<file path="config.mk">
export PLATFORM = sky130hd
export DESIGN_NAME = fpx_status_unit
export DESIGN_NICKNAME = d
export VERILOG_FILES = /design/src/fpx_pkg.sv /design/src/fpx_exc_if.sv /design/src/fpx_trap_arbiter.sv /design/src/fpx_status_unit.sv
export SDC_FILE = /design/constraint.sdc
export NUM_CORES = 1
export LEC_CHECK = 0
export ABC_AREA = 0
export BUFFER_PORTS_ARGS = -buffer_cell sky130_fd_sc_hd__buf_4
export CORE_AREA = 2 2 71 73
export CTS_BUF_LIST = sky130_fd_sc_hd__clkbuf_8
export DETAILED_ROUTE_END_ITERATION = 8
export DIE_AREA = 0 0 73 75
export GPL_TIMING_DRIVEN = 0
export HOLD_SLACK_MARGIN = 0.05
export PLACE_DENSITY = 0.95
export SYNTH_ARGS = -nofsm -noshare
export SYNTH_HDL_FRONTEND = slang
export SYNTH_SLANG_ARGS = --single-unit
</file>
<file path="constraint.sdc">
create_clock -name i_sys_clk -period 2.6 [get_ports i_sys_clk]
set_clock_uncertainty 0.2 [all_clocks]
set_input_delay 0.39 -clock i_sys_clk [delete_from_list [all_inputs] [get_ports i_sys_clk]]
set_output_delay 0.39 -clock i_sys_clk [all_outputs]
set_load 0.01 [all_outputs]
</file>
<file path="src/fpx_pkg.sv">
/*
 Shared constants for the floating-point status and exception unit:
 status word layout, write mask, exception codes, trap vector and the
 mode-setting instruction encoding.
 Assumes the host decodes floating-point instructions on the same clock.
*/
package fpx_pkg;

   // Status word bit positions
   localparam int ERROR_FLAG_BIT     = 15;
   localparam int INT_DISABLE_BIT    = 14;
   localparam int UNDEF_VAR_EN_BIT   = 11;
   localparam int UNDERFLOW_EN_BIT   = 10;
   localparam int OVERFLOW_EN_BIT    = 9;
   localparam int CONV_ERR_EN_BIT    = 8;
   localparam int DOUBLE_PREC_BIT    = 7;
   localparam int LONG_INT_BIT       = 6;
   localparam int TRUNCATE_BIT       = 5;
   localparam int CC_MSB             = 3;
   localparam int CC_LSB             = 0;
   localparam int CARRY_CC_BIT       = 0;

   // Status word after reset and writable bits (13, 12, 4 unused)
   localparam logic [15:0] PSW_RESET    = 16'h0000;
   localparam logic [15:0] PSW_WR_MASK  = 16'hcfef;

   // Event slots, in priority order, lowest index wins
   localparam int EV_ILLEGAL_OP = 0;
   localparam int EV_DIV_ZERO   = 1;
   localparam int EV_CONV_ERR   = 2;
   localparam int EV_OVERFLOW   = 3;
   localparam int EV_UNDERFLOW  = 4;
   localparam int EV_UNDEF_VAR  = 5;
   localparam int EV_COUNT      = 6;

   // Exception codes (octal 2, 4, 6, 10, 12, 14)
   localparam logic [3:0] CODE_NONE      = 4'h0;
   localparam logic [3:0] CODE_ILLEGAL   = 4'h2;
   localparam logic [3:0] CODE_DIV_ZERO  = 4'h4;
   localparam logic [3:0] CODE_CONV_ERR  = 4'h6;
   localparam logic [3:0] CODE_OVERFLOW  = 4'h8;
   localparam logic [3:0] CODE_UNDERFLOW = 4'ha;
   localparam logic [3:0] CODE_UNDEF_VAR = 4'hc;

   // Trap vector, octal 244
   localparam logic [8:0] TRAP_VECTOR = 9'h0a4;

   // Exponent field limits and highest legal accumulator in mode 0
   localparam logic signed [9:0] EXP_MAX  = 10'sh0ff;
   localparam logic signed [9:0] EXP_MIN  = 10'sh001;
   localparam logic [2:0]        FAC_LAST = 3'h5;

   typedef enum logic [1:0]
   {
      MODE_SET_FLOAT,
      MODE_SET_DOUBLE,
      MODE_SET_INT,
      MODE_SET_LONG
   } fpx_mode_op_type;

   function automatic logic [3:0] event_code(input int idx);
      case (idx)
         EV_ILLEGAL_OP: event_code = CODE_ILLEGAL;
         EV_DIV_ZERO:   event_code = CODE_DIV_ZERO;
         EV_CONV_ERR:   event_code = CODE_CONV_ERR;
         EV_OVERFLOW:   event_code = CODE_OVERFLOW;
         EV_UNDERFLOW:  event_code = CODE_UNDERFLOW;
         EV_UNDEF_VAR:  event_code = CODE_UNDEF_VAR;
         default:       event_code = CODE_NONE;
      endcase
   endfunction

endpackage

</file>
<file path="src/fpx_exc_if.sv">
/*
 Carrier between the status unit and its exception arbiter: raw event
 hits, per-event enables, and the winning exception code.
 Assumes purely combinational use inside one clock domain.
*/
`timescale 1ns/100ps

interface fpx_exc_if;
   logic [5:0] event_hit;
   logic [5:0] event_enable;
   logic       found;
   logic [3:0] code;

   modport unit
   (
      output event_hit,
      output event_enable,
      input  found,
      input  code
   );

   modport arbiter
   (
      input  event_hit,
      input  event_enable,
      output found,
      output code
   );
endinterface

</file>
<file path="src/fpx_trap_arbiter.sv">
/*
 Picks the highest-priority enabled exception of one cycle and gives
 its code.
 Assumes the event slot order of the package is the priority order.
*/
`timescale 1ns/100ps

module fpx_trap_arbiter
(
   fpx_exc_if.arbiter exc
);

   always_comb
   begin
      exc.found = 1'b0;
      exc.code  = fpx_pkg::CODE_NONE;
      for (int i = fpx_pkg::EV_COUNT - 1; i >= 0; i--)
      begin
         if (exc.event_hit[i] && exc.event_enable[i])
         begin
            exc.found = 1'b1;
            exc.code  = fpx_pkg::event_code(i);
         end
      end
   end

endmodule

</file>
<file path="src/fpx_status_unit.sv">
/*
 Program status word and exception reporting of the floating-point
 coprocessor: status word, mode bits, condition codes, exception code,
 result exponent fix-up and the trap request towards the host CPU.
 Assumes the instruction decoder and datapath run on i_sys_clk and
 drive the strobes below for one cycle per instruction step.
*/
`timescale 1ns/100ps

// Functional notes
// RL1: Status and codes reached only by floating-point instruction strobes.
// RL2: Bit 15 error flag sets on every detected error.
// RL3: Bit 14 set blocks every interrupt the unit could raise.
// RL4: Bit 11 set: negative zero fetched from memory raises an interrupt.
// RL5: Bit 11 clear: negative zero moves unchanged, arithmetic sees plus zero.
// RL6: Bit 10 set: underflow traps, exponent off by 400 octal.
// RL7: Bit 10 clear: underflowing result becomes zero, no interrupt.
// RL8: Bit 9 set: overflow traps; result wraps by 400 octal either way.
// RL9: Bit 8 set: store-convert setting carry raises an interrupt.
// RL10: Conversion error clears destination and leaves source untouched.
// RL11: Bit 7 selects double precision when set, single when clear.
// RL12: Bit 6 selects 32-bit integers when set, 16-bit when clear.
// RL13: Bit 5 set truncates results; clear rounds them.
// RL14: Bits 3-0 hold N Z V C; copy op moves them to the CPU.
// RL15: Every floating-point trap goes through vector 244 octal.
// RL16: Exception codes are 2, 4, 6, 10, 12, 14 octal.
// RL17: Erroneous opcode raises exception code 2.
// RL18: Division by zero raises code 4 unless interrupts are disabled.
// RL19: Codes 6, 10, 12, 14 enabled individually; disable bit blocks all.
// RL20: Host keeps exception address register of the faulting instruction.
// RL21: Mode 0 accumulator select of 6 or 7 traps as code 2.
// RL22: Bits 13, 12 and 4 ignore writes and read as zero.
// RL23: Error flag and code are loaded before the trap request rises.
module fpx_status_unit
(
   input  wire logic                     i_sys_clk,
   input  wire logic                     i_srst,
   // Status word load and store instructions
   input  wire logic                     i_psw_load,
   input  wire logic [15:0]              i_psw_wdata,
   output logic      [15:0]              o_psw,
   output logic      [3:0]               o_exception_code,
   // Mode-setting instructions
   input  wire logic                     i_mode_set,
   input  wire fpx_pkg::fpx_mode_op_type i_mode_op,
   // Condition code update and copy to CPU
   input  wire logic                     i_cc_write,
   input  wire logic [3:0]               i_cc_value,
   input  wire logic                     i_copy_cc,
   output logic      [3:0]               o_cpu_cc,
   output logic                          o_cpu_cc_load,
   // Instruction checks
   input  wire logic                     i_instr_valid,
   input  wire logic                     i_bad_opcode,
   input  wire logic                     i_addr_mode0,
   input  wire logic [2:0]               i_fac_select,
   input  wire logic                     i_store_convert,
   input  wire logic                     i_div_zero,
   // Operand fetch
   input  wire logic                     i_operand_valid,
   input  wire logic                     i_operand_from_mem,
   input  wire logic                     i_operand_arith,
   input  wire logic [15:0]              i_operand_high,
   output logic      [15:0]              o_operand_high,
   // Result exponent
   input  wire logic                     i_result_valid,
   input  wire logic signed [9:0]        i_result_exp,
   output logic      [7:0]               o_result_exp,
   output logic                          o_result_zero,
   output logic                          o_result_valid,
   output logic                          o_conv_dest_clear,
   // Mode outputs for the datapath
   output logic                          o_double_precision,
   output logic                          o_long_integer,
   output logic                          o_truncate,
   output logic                          o_neg_zero_as_pos,
   // Trap request towards host
   output logic                          o_trap_req,
   output logic      [8:0]               o_trap_vector,
   input  wire logic                     i_trap_ack
);

   typedef enum logic [1:0]
   {
      TRAP_IDLE,
      TRAP_LATCHED,
      TRAP_WAIT_ACK
   } fpx_trap_state_type;

   fpx_exc_if exc ();

   fpx_trap_state_type trap_state;
   fpx_trap_state_type next_trap_state;

   logic [15:0] psw;
   logic [3:0]  exception_code;
   logic [3:0]  cpu_cc;
   logic        cpu_cc_load;
   logic [7:0]  result_exp;
   logic        result_zero;
   logic        result_valid;
   logic        conv_dest_clear;
   logic [15:0] operand_high;

   logic        error_flag;
   logic        interrupt_disable_all;
   logic        undefined_variable_int_enable;
   logic        underflow_int_enable;
   logic        overflow_int_enable;
   logic        conversion_error_int_enable;

   logic        illegal_fac;
   logic        neg_zero_fetch;
   logic        exp_overflow;
   logic        exp_underflow;
   logic        conv_error;
   logic        any_error;
   logic        trap_ready;

   assign error_flag                    = psw[fpx_pkg::ERROR_FLAG_BIT];
   assign interrupt_disable_all         = psw[fpx_pkg::INT_DISABLE_BIT];
   assign undefined_variable_int_enable = psw[fpx_pkg::UNDEF_VAR_EN_BIT];
   assign underflow_int_enable          = psw[fpx_pkg::UNDERFLOW_EN_BIT];
   assign overflow_int_enable           = psw[fpx_pkg::OVERFLOW_EN_BIT];
   assign conversion_error_int_enable   = psw[fpx_pkg::CONV_ERR_EN_BIT];

   // Negative zero: sign set, exponent field zero
   function automatic logic is_neg_zero(input logic [15:0] high);
      is_neg_zero = high[15] && (high[14:7] == 8'h00);
   endfunction

   // RL21 accumulator range check
   assign illegal_fac = i_instr_valid && i_addr_mode0 &&
                        (i_fac_select > fpx_pkg::FAC_LAST);

   assign neg_zero_fetch = i_operand_valid && i_operand_from_mem &&
                           is_neg_zero(i_operand_high);

   assign exp_overflow  = i_result_valid && (i_result_exp > fpx_pkg::EXP_MAX);
   assign exp_underflow = i_result_valid && (i_result_exp < fpx_pkg::EXP_MIN);

   // RL9 carry set by store-convert marks a conversion error
   assign conv_error = i_store_convert && i_cc_write &&
                       i_cc_value[fpx_pkg::CARRY_CC_BIT];

   // RL17 erroneous opcode or bad accumulator
   assign exc.event_hit[fpx_pkg::EV_ILLEGAL_OP] =
      (i_instr_valid && i_bad_opcode) || illegal_fac;
   // RL18 division by zero
   assign exc.event_hit[fpx_pkg::EV_DIV_ZERO]   = i_instr_valid && i_div_zero;
   assign exc.event_hit[fpx_pkg::EV_CONV_ERR]   = conv_error;
   assign exc.event_hit[fpx_pkg::EV_OVERFLOW]   = exp_overflow;
   assign exc.event_hit[fpx_pkg::EV_UNDERFLOW]  = exp_underflow;
   // RL4 negative zero from memory
   assign exc.event_hit[fpx_pkg::EV_UNDEF_VAR]  = neg_zero_fetch;

   // RL19 per-condition enables
   assign exc.event_enable[fpx_pkg::EV_ILLEGAL_OP] = 1'b1;
   assign exc.event_enable[fpx_pkg::EV_DIV_ZERO]   = 1'b1;
   assign exc.event_enable[fpx_pkg::EV_CONV_ERR]   =
      conversion_error_int_enable;
   assign exc.event_enable[fpx_pkg::EV_OVERFLOW]   = overflow_int_enable;
   assign exc.event_enable[fpx_pkg::EV_UNDERFLOW]  = underflow_int_enable;
   assign exc.event_enable[fpx_pkg::EV_UNDEF_VAR]  =
      undefined_variable_int_enable;

   // RL16 even exception codes
   fpx_trap_arbiter u_arbiter
   (
      .exc (exc)
   );

   // RL3 disable bit blocks the trap; only a free slot takes a new one
   assign trap_ready = exc.found && !interrupt_disable_all &&
                       (trap_state == TRAP_IDLE);

   // RL2 any detected error, trapping or not
   assign any_error = exc.found || conv_error || exp_overflow ||
                      exp_underflow;

   // RL1 status word written only by load-status, mode and condition-code strobes and by detected errors
   always_ff @(posedge i_sys_clk)
   begin
      if (i_srst)
      begin
         psw <= fpx_pkg::PSW_RESET;
      end
      else
      begin
         if (i_psw_load)
         begin
            // RL22 unused bits stay zero
            psw <= i_psw_wdata & fpx_pkg::PSW_WR_MASK;
         end
         else
         begin
            if (i_mode_set)
            begin
               case (i_mode_op)
                  // RL11 precision select
                  fpx_pkg::MODE_SET_FLOAT:
                     psw[fpx_pkg::DOUBLE_PREC_BIT] <= 1'b0;
                  fpx_pkg::MODE_SET_DOUBLE:
                     psw[fpx_pkg::DOUBLE_PREC_BIT] <= 1'b1;
                  // RL12 integer length select
                  fpx_pkg::MODE_SET_INT:
                     psw[fpx_pkg::LONG_INT_BIT] <= 1'b0;
                  fpx_pkg::MODE_SET_LONG:
                     psw[fpx_pkg::LONG_INT_BIT] <= 1'b1;
                  default:
                     psw[fpx_pkg::LONG_INT_BIT] <= psw[fpx_pkg::LONG_INT_BIT];
               endcase
            end
            // RL14 condition codes from the datapath
            if (i_cc_write)
            begin
               psw[fpx_pkg::CC_MSB:fpx_pkg::CC_LSB] <= i_cc_value;
            end
         end
         // RL2 error set wins over a clearing load
         if (any_error)
         begin
            psw[fpx_pkg::ERROR_FLAG_BIT] <= 1'b1;
         end
      end
   end

   // RL23 code loaded in the cycle a trap is taken, at the same edge as the flag
   always_ff @(posedge i_sys_clk)
   begin
      if (i_srst)
      begin
         exception_code <= fpx_pkg::CODE_NONE;
      end
      else if (trap_ready)
      begin
         exception_code <= exc.code;
      end
   end

   // RL23 request rises only after flag and code are in place
   always_comb
   begin
      next_trap_state = trap_state;
      case (trap_state)
         TRAP_IDLE:
         begin
            if (trap_ready)
            begin
               next_trap_state = TRAP_LATCHED;
            end
         end
         TRAP_LATCHED:
         begin
            next_trap_state = TRAP_WAIT_ACK;
         end
         TRAP_WAIT_ACK:
         begin
            if (i_trap_ack)
            begin
               next_trap_state = TRAP_IDLE;
            end
         end
         default:
         begin
            next_trap_state = TRAP_IDLE;
         end
      endcase
   end

   always_ff @(posedge i_sys_clk)
   begin
      if (i_srst)
      begin
         trap_state <= TRAP_IDLE;
      end
      else
      begin
         trap_state <= next_trap_state;
      end
   end

   // RL14 copy condition codes into the CPU
   always_ff @(posedge i_sys_clk)
   begin
      if (i_srst)
      begin
         cpu_cc      <= 4'h0;
         cpu_cc_load <= 1'b0;
      end
      else
      begin
         cpu_cc_load <= i_copy_cc;
         if (i_copy_cc)
         begin
            cpu_cc <= psw[fpx_pkg::CC_MSB:fpx_pkg::CC_LSB];
         end
      end
   end

   // Result exponent fix-up
   always_ff @(posedge i_sys_clk)
   begin
      if (i_srst)
      begin
         result_exp      <= 8'h00;
         result_zero     <= 1'b0;
         result_valid    <= 1'b0;
         conv_dest_clear <= 1'b0;
      end
      else
      begin
         result_valid    <= i_result_valid;
         // RL10 destination cleared, source left alone
         conv_dest_clear <= conv_error;
         if (i_result_valid)
         begin
            if (exp_underflow && !underflow_int_enable)
            begin
               // RL7 flush underflow to zero
               result_exp  <= 8'h00;
               result_zero <= 1'b1;
            end
            else
            begin
               // RL6 low byte differs from true exponent by 400 octal
               // RL8 same wrapped result with or without the enable
               result_exp  <= i_result_exp[7:0];
               result_zero <= 1'b0;
            end
         end
      end
   end

   // Operand passed on, negative zero fixed for arithmetic
   always_ff @(posedge i_sys_clk)
   begin
      if (i_srst)
      begin
         operand_high <= 16'h0000;
      end
      else if (i_operand_valid)
      begin
         // RL5 only arithmetic use loses the sign
         if (i_operand_arith && !undefined_variable_int_enable &&
             is_neg_zero(i_operand_high))
         begin
            operand_high <= {1'b0, i_operand_high[14:0]};
         end
         else
         begin
            operand_high <= i_operand_high;
         end
      end
   end

   assign o_psw              = psw;
   assign o_exception_code   = exception_code;
   assign o_cpu_cc           = cpu_cc;
   assign o_cpu_cc_load      = cpu_cc_load;
   assign o_result_exp       = result_exp;
   assign o_result_zero      = result_zero;
   assign o_result_valid     = result_valid;
   assign o_conv_dest_clear  = conv_dest_clear;
   assign o_operand_high     = operand_high;
   // RL11 precision to the datapath
   assign o_double_precision = psw[fpx_pkg::DOUBLE_PREC_BIT];
   // RL12 integer length to the converter
   assign o_long_integer     = psw[fpx_pkg::LONG_INT_BIT];
   // RL13 truncate instead of round
   assign o_truncate         = psw[fpx_pkg::TRUNCATE_BIT];
   assign o_neg_zero_as_pos  = !undefined_variable_int_enable;
   assign o_trap_req         = (trap_state == TRAP_WAIT_ACK);
   // RL15 single vector for every trap
   assign o_trap_vector      = fpx_pkg::TRAP_VECTOR;

endmodule

</file>
### After elaboration in Yosys (flattened, before gate mapping)

Index checks and enable logic that the tools add are counted.

| operators by class | value |
|---|---|
| add/subtract/negate cells | 0 |
| multipliers | 0 |
| div/mod/pow operators | 0 |
| $lt $le $gt $ge | 3 |
| equality and inequality tests | 7 |
| shift operators | 0 |
| mux-type cells | 26 |
| bitwise gates (word level) | 0 |
| reduce and logical (&&, ||, !) cells | 38 |

Operator list:

| operator | number |
|---|---|
| two-way mux 4 bit | 8 |
| logical AND 1 bit | 20 |
| two-way mux 16 bit | 1 |
| two-way mux 8 bit | 2 |
| greater-than comparator 10 x 9 -> 1 bit (second input constant) | 1 |
| < comparator 10 x 2 -> 1 bit (second input constant) | 1 |
| zero test 8 bit | 1 |
| two-way mux 1 bit | 8 |
| two-way mux 2 bit | 4 |
| == test 2 bit (second input constant) | 3 |
| case mux 2 bit (3 select lines) | 1 |
| AND reduction 2 bit | 3 |
| nonzero test 2 bit | 3 |
| nonzero test 3 bit | 2 |
| == test 2 x 1 -> 1 bit (second input constant) | 2 |
| zero test 2 bit | 2 |
| logical OR 1 bit | 4 |
| case mux 1 bit (2 select lines) | 2 |
| greater-than comparator 3 bit (second input constant) | 1 |
| zero test 1 bit | 3 |
| inequality test 2 x 1 -> 1 bit (second input constant) | 1 |
| inequality test 2 bit (second input constant) | 1 |

| storage, ports and cells | value |
|---|---|
| register bits | 51 |
| latch bits | 0 |
| RAM bits | 0 |
| ROM bits | 0 |
| input port bits | 67 |
| output and inout port bits | 66 |
| logic and storage cells | 88 |
| memories kept | 0 |

### Longest topological paths before layout

| logic depth | value |
|---|---|
| word-level depth | 14 |
| depth in mapped cells | 6 |
| mapped depth without buffers | 5 |

### Hierarchy

Synthesis repeated with hierarchy kept, for this count alone.

| second synthesis, totals | value |
|---|---|
| cells, all modules | 234 |
| area, all modules | 2,264.7 sq um |

By module, submodules not included:

| module | instances | cells each | area an instance (sq um) | sequential area each (sq um) |
|---|---|---|---|---|
| fpx_status_unit | 1 | 218 | 2,174.6 | 1,021.0 |
| fpx_trap_arbiter | 1 | 16 | 90.1 | 0.0 |

### Worst setup path after synthesis

Ideal clock, no wire load.

| timing path | value |
|---|---|
| path kind | in2reg |
| start point | input port i_operand_high[10] |
| end point | register exception_code[1], in the netlist o_exception_code[1] |
| setup time | 0.086 ns |
| arrival | 1.635 ns |
| data required time | 2.314 ns |
| slack | 0.679 ns |
| stages on the path | 5 |
| buffers on the path | 0 |
| cell sequence | or4_4 > nor4_4 > or3_4 > o21ai_1 > a221oi_2 |

| on the way | value |
|---|---|
| cells in the longest elaborated chain, start to end | 12 |

RTL lines:

| element | RTL line | RTL |
|---|---|---|
| start, declared | fpx_status_unit.sv:63 | `input wire logic [15:0] i_operand_high,` |
| zero test 8 bit | fpx_status_unit.sv:129 | `is_neg_zero = high[15] && (high[14:7] == 8'h00);` |
| logical AND 1 bit | fpx_status_unit.sv:129 |  |
| logical AND 1 bit | fpx_status_unit.sv:136 | `assign neg_zero_fetch = i_operand_valid && i_operand_from_mem &&` |
| logical AND 1 bit | fpx_trap_arbiter.sv:19 | `if (exc.event_hit[i] && exc.event_enable[i])` |
| two-way mux 1 bit (6 in series) | fpx_trap_arbiter.sv:19 |  |
| logical AND 1 bit (2 in series) | fpx_status_unit.sv:174 | `assign trap_ready = exc.found && !interrupt_disable_all &&` |
| end signal, assigned | fpx_status_unit.sv:233 | `exception_code <= fpx_pkg::CODE_NONE;` |
| end signal, assigned | fpx_status_unit.sv:237 | `exception_code <= exc.code;` |
| end, declared | fpx_status_unit.sv:96 | `logic [3:0] exception_code;` |

Every way passes these cells.
A chain may end at the register's enable or synchronous reset.

### Worst setup path in the final report

| timing path | value |
|---|---|
| start point | register psw[10], in the netlist o_psw[10] |
| end point | register exception_code[1], in the netlist o_exception_code[1] |

| on the way | value |
|---|---|
| cells in the longest elaborated chain, start to end | 8 |
| elaborated cells on any way between the ends | 13 |
| classes of those cells | mux (10); reduce/logical (3) |

RTL lines:

| element | RTL line | RTL |
|---|---|---|
| start, declared | fpx_status_unit.sv:95 | `logic [15:0] psw;` |
| start signal, assigned | fpx_status_unit.sv:186 | `psw <= fpx_pkg::PSW_RESET;` |
| start signal, assigned | fpx_status_unit.sv:193 | `psw <= i_psw_wdata & fpx_pkg::PSW_WR_MASK;` |
| start signal, assigned by index | fpx_status_unit.sv:211 | `psw[fpx_pkg::LONG_INT_BIT] <= psw[fpx_pkg::LONG_INT_BIT];` |
| logical AND 1 bit * | fpx_trap_arbiter.sv:19 |  |
| two-way mux 1 bit (5 in series) | fpx_trap_arbiter.sv:19 |  |
| logical AND 1 bit (2 in series) | fpx_status_unit.sv:174 |  |

Mark *: on every way between the ends. The rest lies on a longest branch, timed or not.

==> results.py <==
metrics = {
    "min_path": {
        "hold_path.class": "input pin to register",
        "hold_path.startpoint": "i_srst",
    },
    "sta": {
        "worst_slew_pin_slew_ns": 0.678,
        "slew_viol_final": 0,
        "finalHoldViolCount": 0,
        "finalCritPeriodShare_pct": 72.3,
        "whs_ns": 0.0962,
        "rsz0062_at_grt": "no",
        "setup_slack_ns": 0.721,
        "setup_viol_count_final": 0,
        "tns_ns": 0,
        "min_period_ns": 1.88,
        "maxSlewHeadroom_pct": 54.8,
        "fmax_mhz": 532,
    },
    "global_routing": {
        "grt_first_pass_wirelength_um": 8630,
        "grt_use_total_pct": 20.5,
        "grt_max_degree": 15,
        "grt_pass1_vias": 1935,
        "grt_overflow_total": 0,
        "antenna_found_initial": 0,
    },
    "layout": {
        "regArea_um2": 1000,
        "stdcell_count": 417,
        "multi_input_area_um2": 1040,
        "final_common_cell": "buf_4",
        "antenna_cells": 0,
        "nets": 429,
        "area_growth_pct": 46.6,
        "mostFrequentLayoutCells": "buf_4, nor2_1, dfxtp_1",
        "fillCellCount": 390,
        "drive_above_1_share_pct": 39.9,
    },
    "cts": {
        "clkTransAtPathRegs_ns": 0.09,
        "numCtsBuffers": 5,
        "htree_levels": 2,
        "cts_resized": 0,
        "clkSinkCount": 50,
        "cts_root_buf": "clkbuf_8",
        "clock_latency_ns": 0.29,
        "cts_tree": "yes",
        "cts_buffer_depth": 2,
        "cts_hold_buf": 0,
        "post_cts_buffers": 0,
    },
    "job": {
        "drv_cap": 0,
    },
    "power": {
        "max-vdd-ir-drop_uv": 276,
        "power_density_nw_per_um2": 510,
        "leakagePower_nw": 1.63,
    },
    "placed_design": {
        "numPortBuffers": 110,
        "hpwl_um": 4400,
        "dp_cells": 409,
        "place_ws_ns": 0.405,
        "gp_congestion": 0.741,
    },
    "yosys": {
        "ys.flop_type": "dfxtp_1",
        "ys_ff_latch": 50,
        "netlist_area_um2": 2200,
        "synth-edff-count": 0,
        "avgSynthCellArea_um2": 9.41,
        "seq_area_frac_synth_pct": 45.5,
        "synth_cell_type_count": 40,
        "async_flop_share_pct": 0,
        "syn_inst": 234,
        "yosys_warnings": 0,
    },
    "routing": {
        "via_count": 2044,
        "wl_per_cell_um": 13.3,
        "drc": 0,
        "vias_per_cell": 4.90,
        "totalWireLength_um": 5540,
        "drt_iter0_markers": 56,
        "drtPass1Iterations": 4,
        "route.antenna.remaining_nets": 0,
    },
    "floorplan": {
        "io_pins": 133,
        "die_x_um": 73,
        "core-area_um2": 4660,
        "fp-row-count": 25,
        "die_h_um": 75,
        "initial_core_util_pct": 47.2,
        "dieArea_um2": 5480,
    },
    "worst_setup_path": {
        "critPathMaxStageDelay_ns": 0.40,
        "crit_slowest_cell": "or3_4",
        "worst-path-buf-inv": 0,
        "cp_max_fo": 6,
        "critPathLaunch": "o_psw[10]",
        "cp-start-kind": "register",
        "crit_family": "simple AND/OR/NAND/NOR gates",
        "r2r-end": "o_exception_code[1]",
        "reg2reg_setup_slack_ns": 0.72,
        "cp-end-kind": "register",
        "crit_required_ns": 2.62,
        "crit_chain": "and2_1 > and4_4 > or3_4 > o211a_1 > a221oi_2",
        "cp_num_cells": 5,
        "critPathArrivalTime_ns": 1.90,
        "crit_path_end": "o_exception_code[1]",
        "criticalPathCategory": "register to register",
        "timing.rr.start": "o_psw[10]",
        "reg2reg_depth": 5,
    },
    "status": {
        "status": "completed",
    },
}
==> stage by stage <==
step / util, % / area (um2) / total power, mW
4_1_cts: 69.2 / 3230 / 1.67
3_3_place_gp: 67.3 / 3140 / 1.20
5_1_grt: 69.2 / 3230 / 1.73
6_report: 69.2 / 3230 / 1.65
2_1_floorplan: - / 2240 / 1.03
3_5_place_dp: 67.3 / 3140 / 1.21
==> state kept, by name, summed over array words and instances, names as in the netlist <==
register / flops
o_cpu_cc_load: 1
o_cpu_cc: 4
o_result_valid: 1
o_exception_code: 3
o_psw: 13
o_operand_high: 16
trap_state: 2
o_conv_dest_clear: 1
o_result_zero: 1
o_result_exp: 8
==> kinds of logic (layout without fill, tap and decap cells) <==
| kind of cell | Yosys count | count (layout) | share of synthesized area (%) |
|---|---|---|---|
| AO/OA/AOI/OAI | 24 | 24 | 7.16 |
| buffers and inverters | 31 | 149 | 9.27 |
| flip-flops | 50 | 50 | 45.5 |
| multiplexers | 41 | 41 | 18.6 |
| other | 2 | 13 | 0.341 |
| AND/OR/NAND/NOR | 86 | 86 | 19.1 |
==> worst min-delay path by stage <==
stage                                endpoint  cells after the start
after floorplan            o_operand_high[15]                      2
after global placement     o_operand_high[15]                      2
after detailed placement  o_exception_code[1]                      2
after CTS                      o_result_valid                      2
after global routing           o_result_valid                      2
final                          o_result_valid                      2
==> synthesized netlist by cell type (all sizes together), types with 2 or more instances <==
master	count	share of area (%)
clkbuf	10	2.6
inv	3	0.51
a21oi	9	2.0
a31oi	2	0.57
nor3	2	0.68
buf	18	6.1
dfxtp	50	45
nand2	7	1.2
nand3	4	0.91
or3	3	1.1
mux2i	41	19
o21ai	5	1.1
nor2b	4	1.1
nor4	3	1.8
nor2	55	9.4
conb	2	0.34
==> worst reg2reg max path: cells and delay by family, from the launching register on <==
| kind | cells | cell delay, ns |
|---|---|---|
| AND/OR/NAND/NOR | 3 | 0.77 |
| AO/OA/AOI/OAI | 2 | 0.47 |
| flip-flops | 1 | 0.37 |
==> area by class of cell <==
cell class,instances,share of cell area (%)
Buffer,28,5.97
Clock buffer,6,2.56
Clock inverter,2,0.271
Inverter,3,0.349
Multi-Input combinational cell,164,32.1
Sequential cell,50,31.0
Tap cell,54,2.09
Timing Repair Buffer,110,25.6
==> layer usage <==
layer / vias up / wire length [um] / track usage [%]
met3: 10 / 407 / 6.16
met2: 84 / 2900 / 37.8
met1: 929 / 2150 / 22.9
met4: 0 / 77 / 5.56
li1: 1021 / - / -
met5: - / 0 / 0
==> where the power goes <==
part	leakage [nW]	internal (mW)	switching (mW)
sequential	0.412	0.811	0.0293
combinational	1.17	0.194	0.155
clock	0.0524	0.211	0.245
total	1.63	1.22	0.430
(Power assumes the default switching activity.)
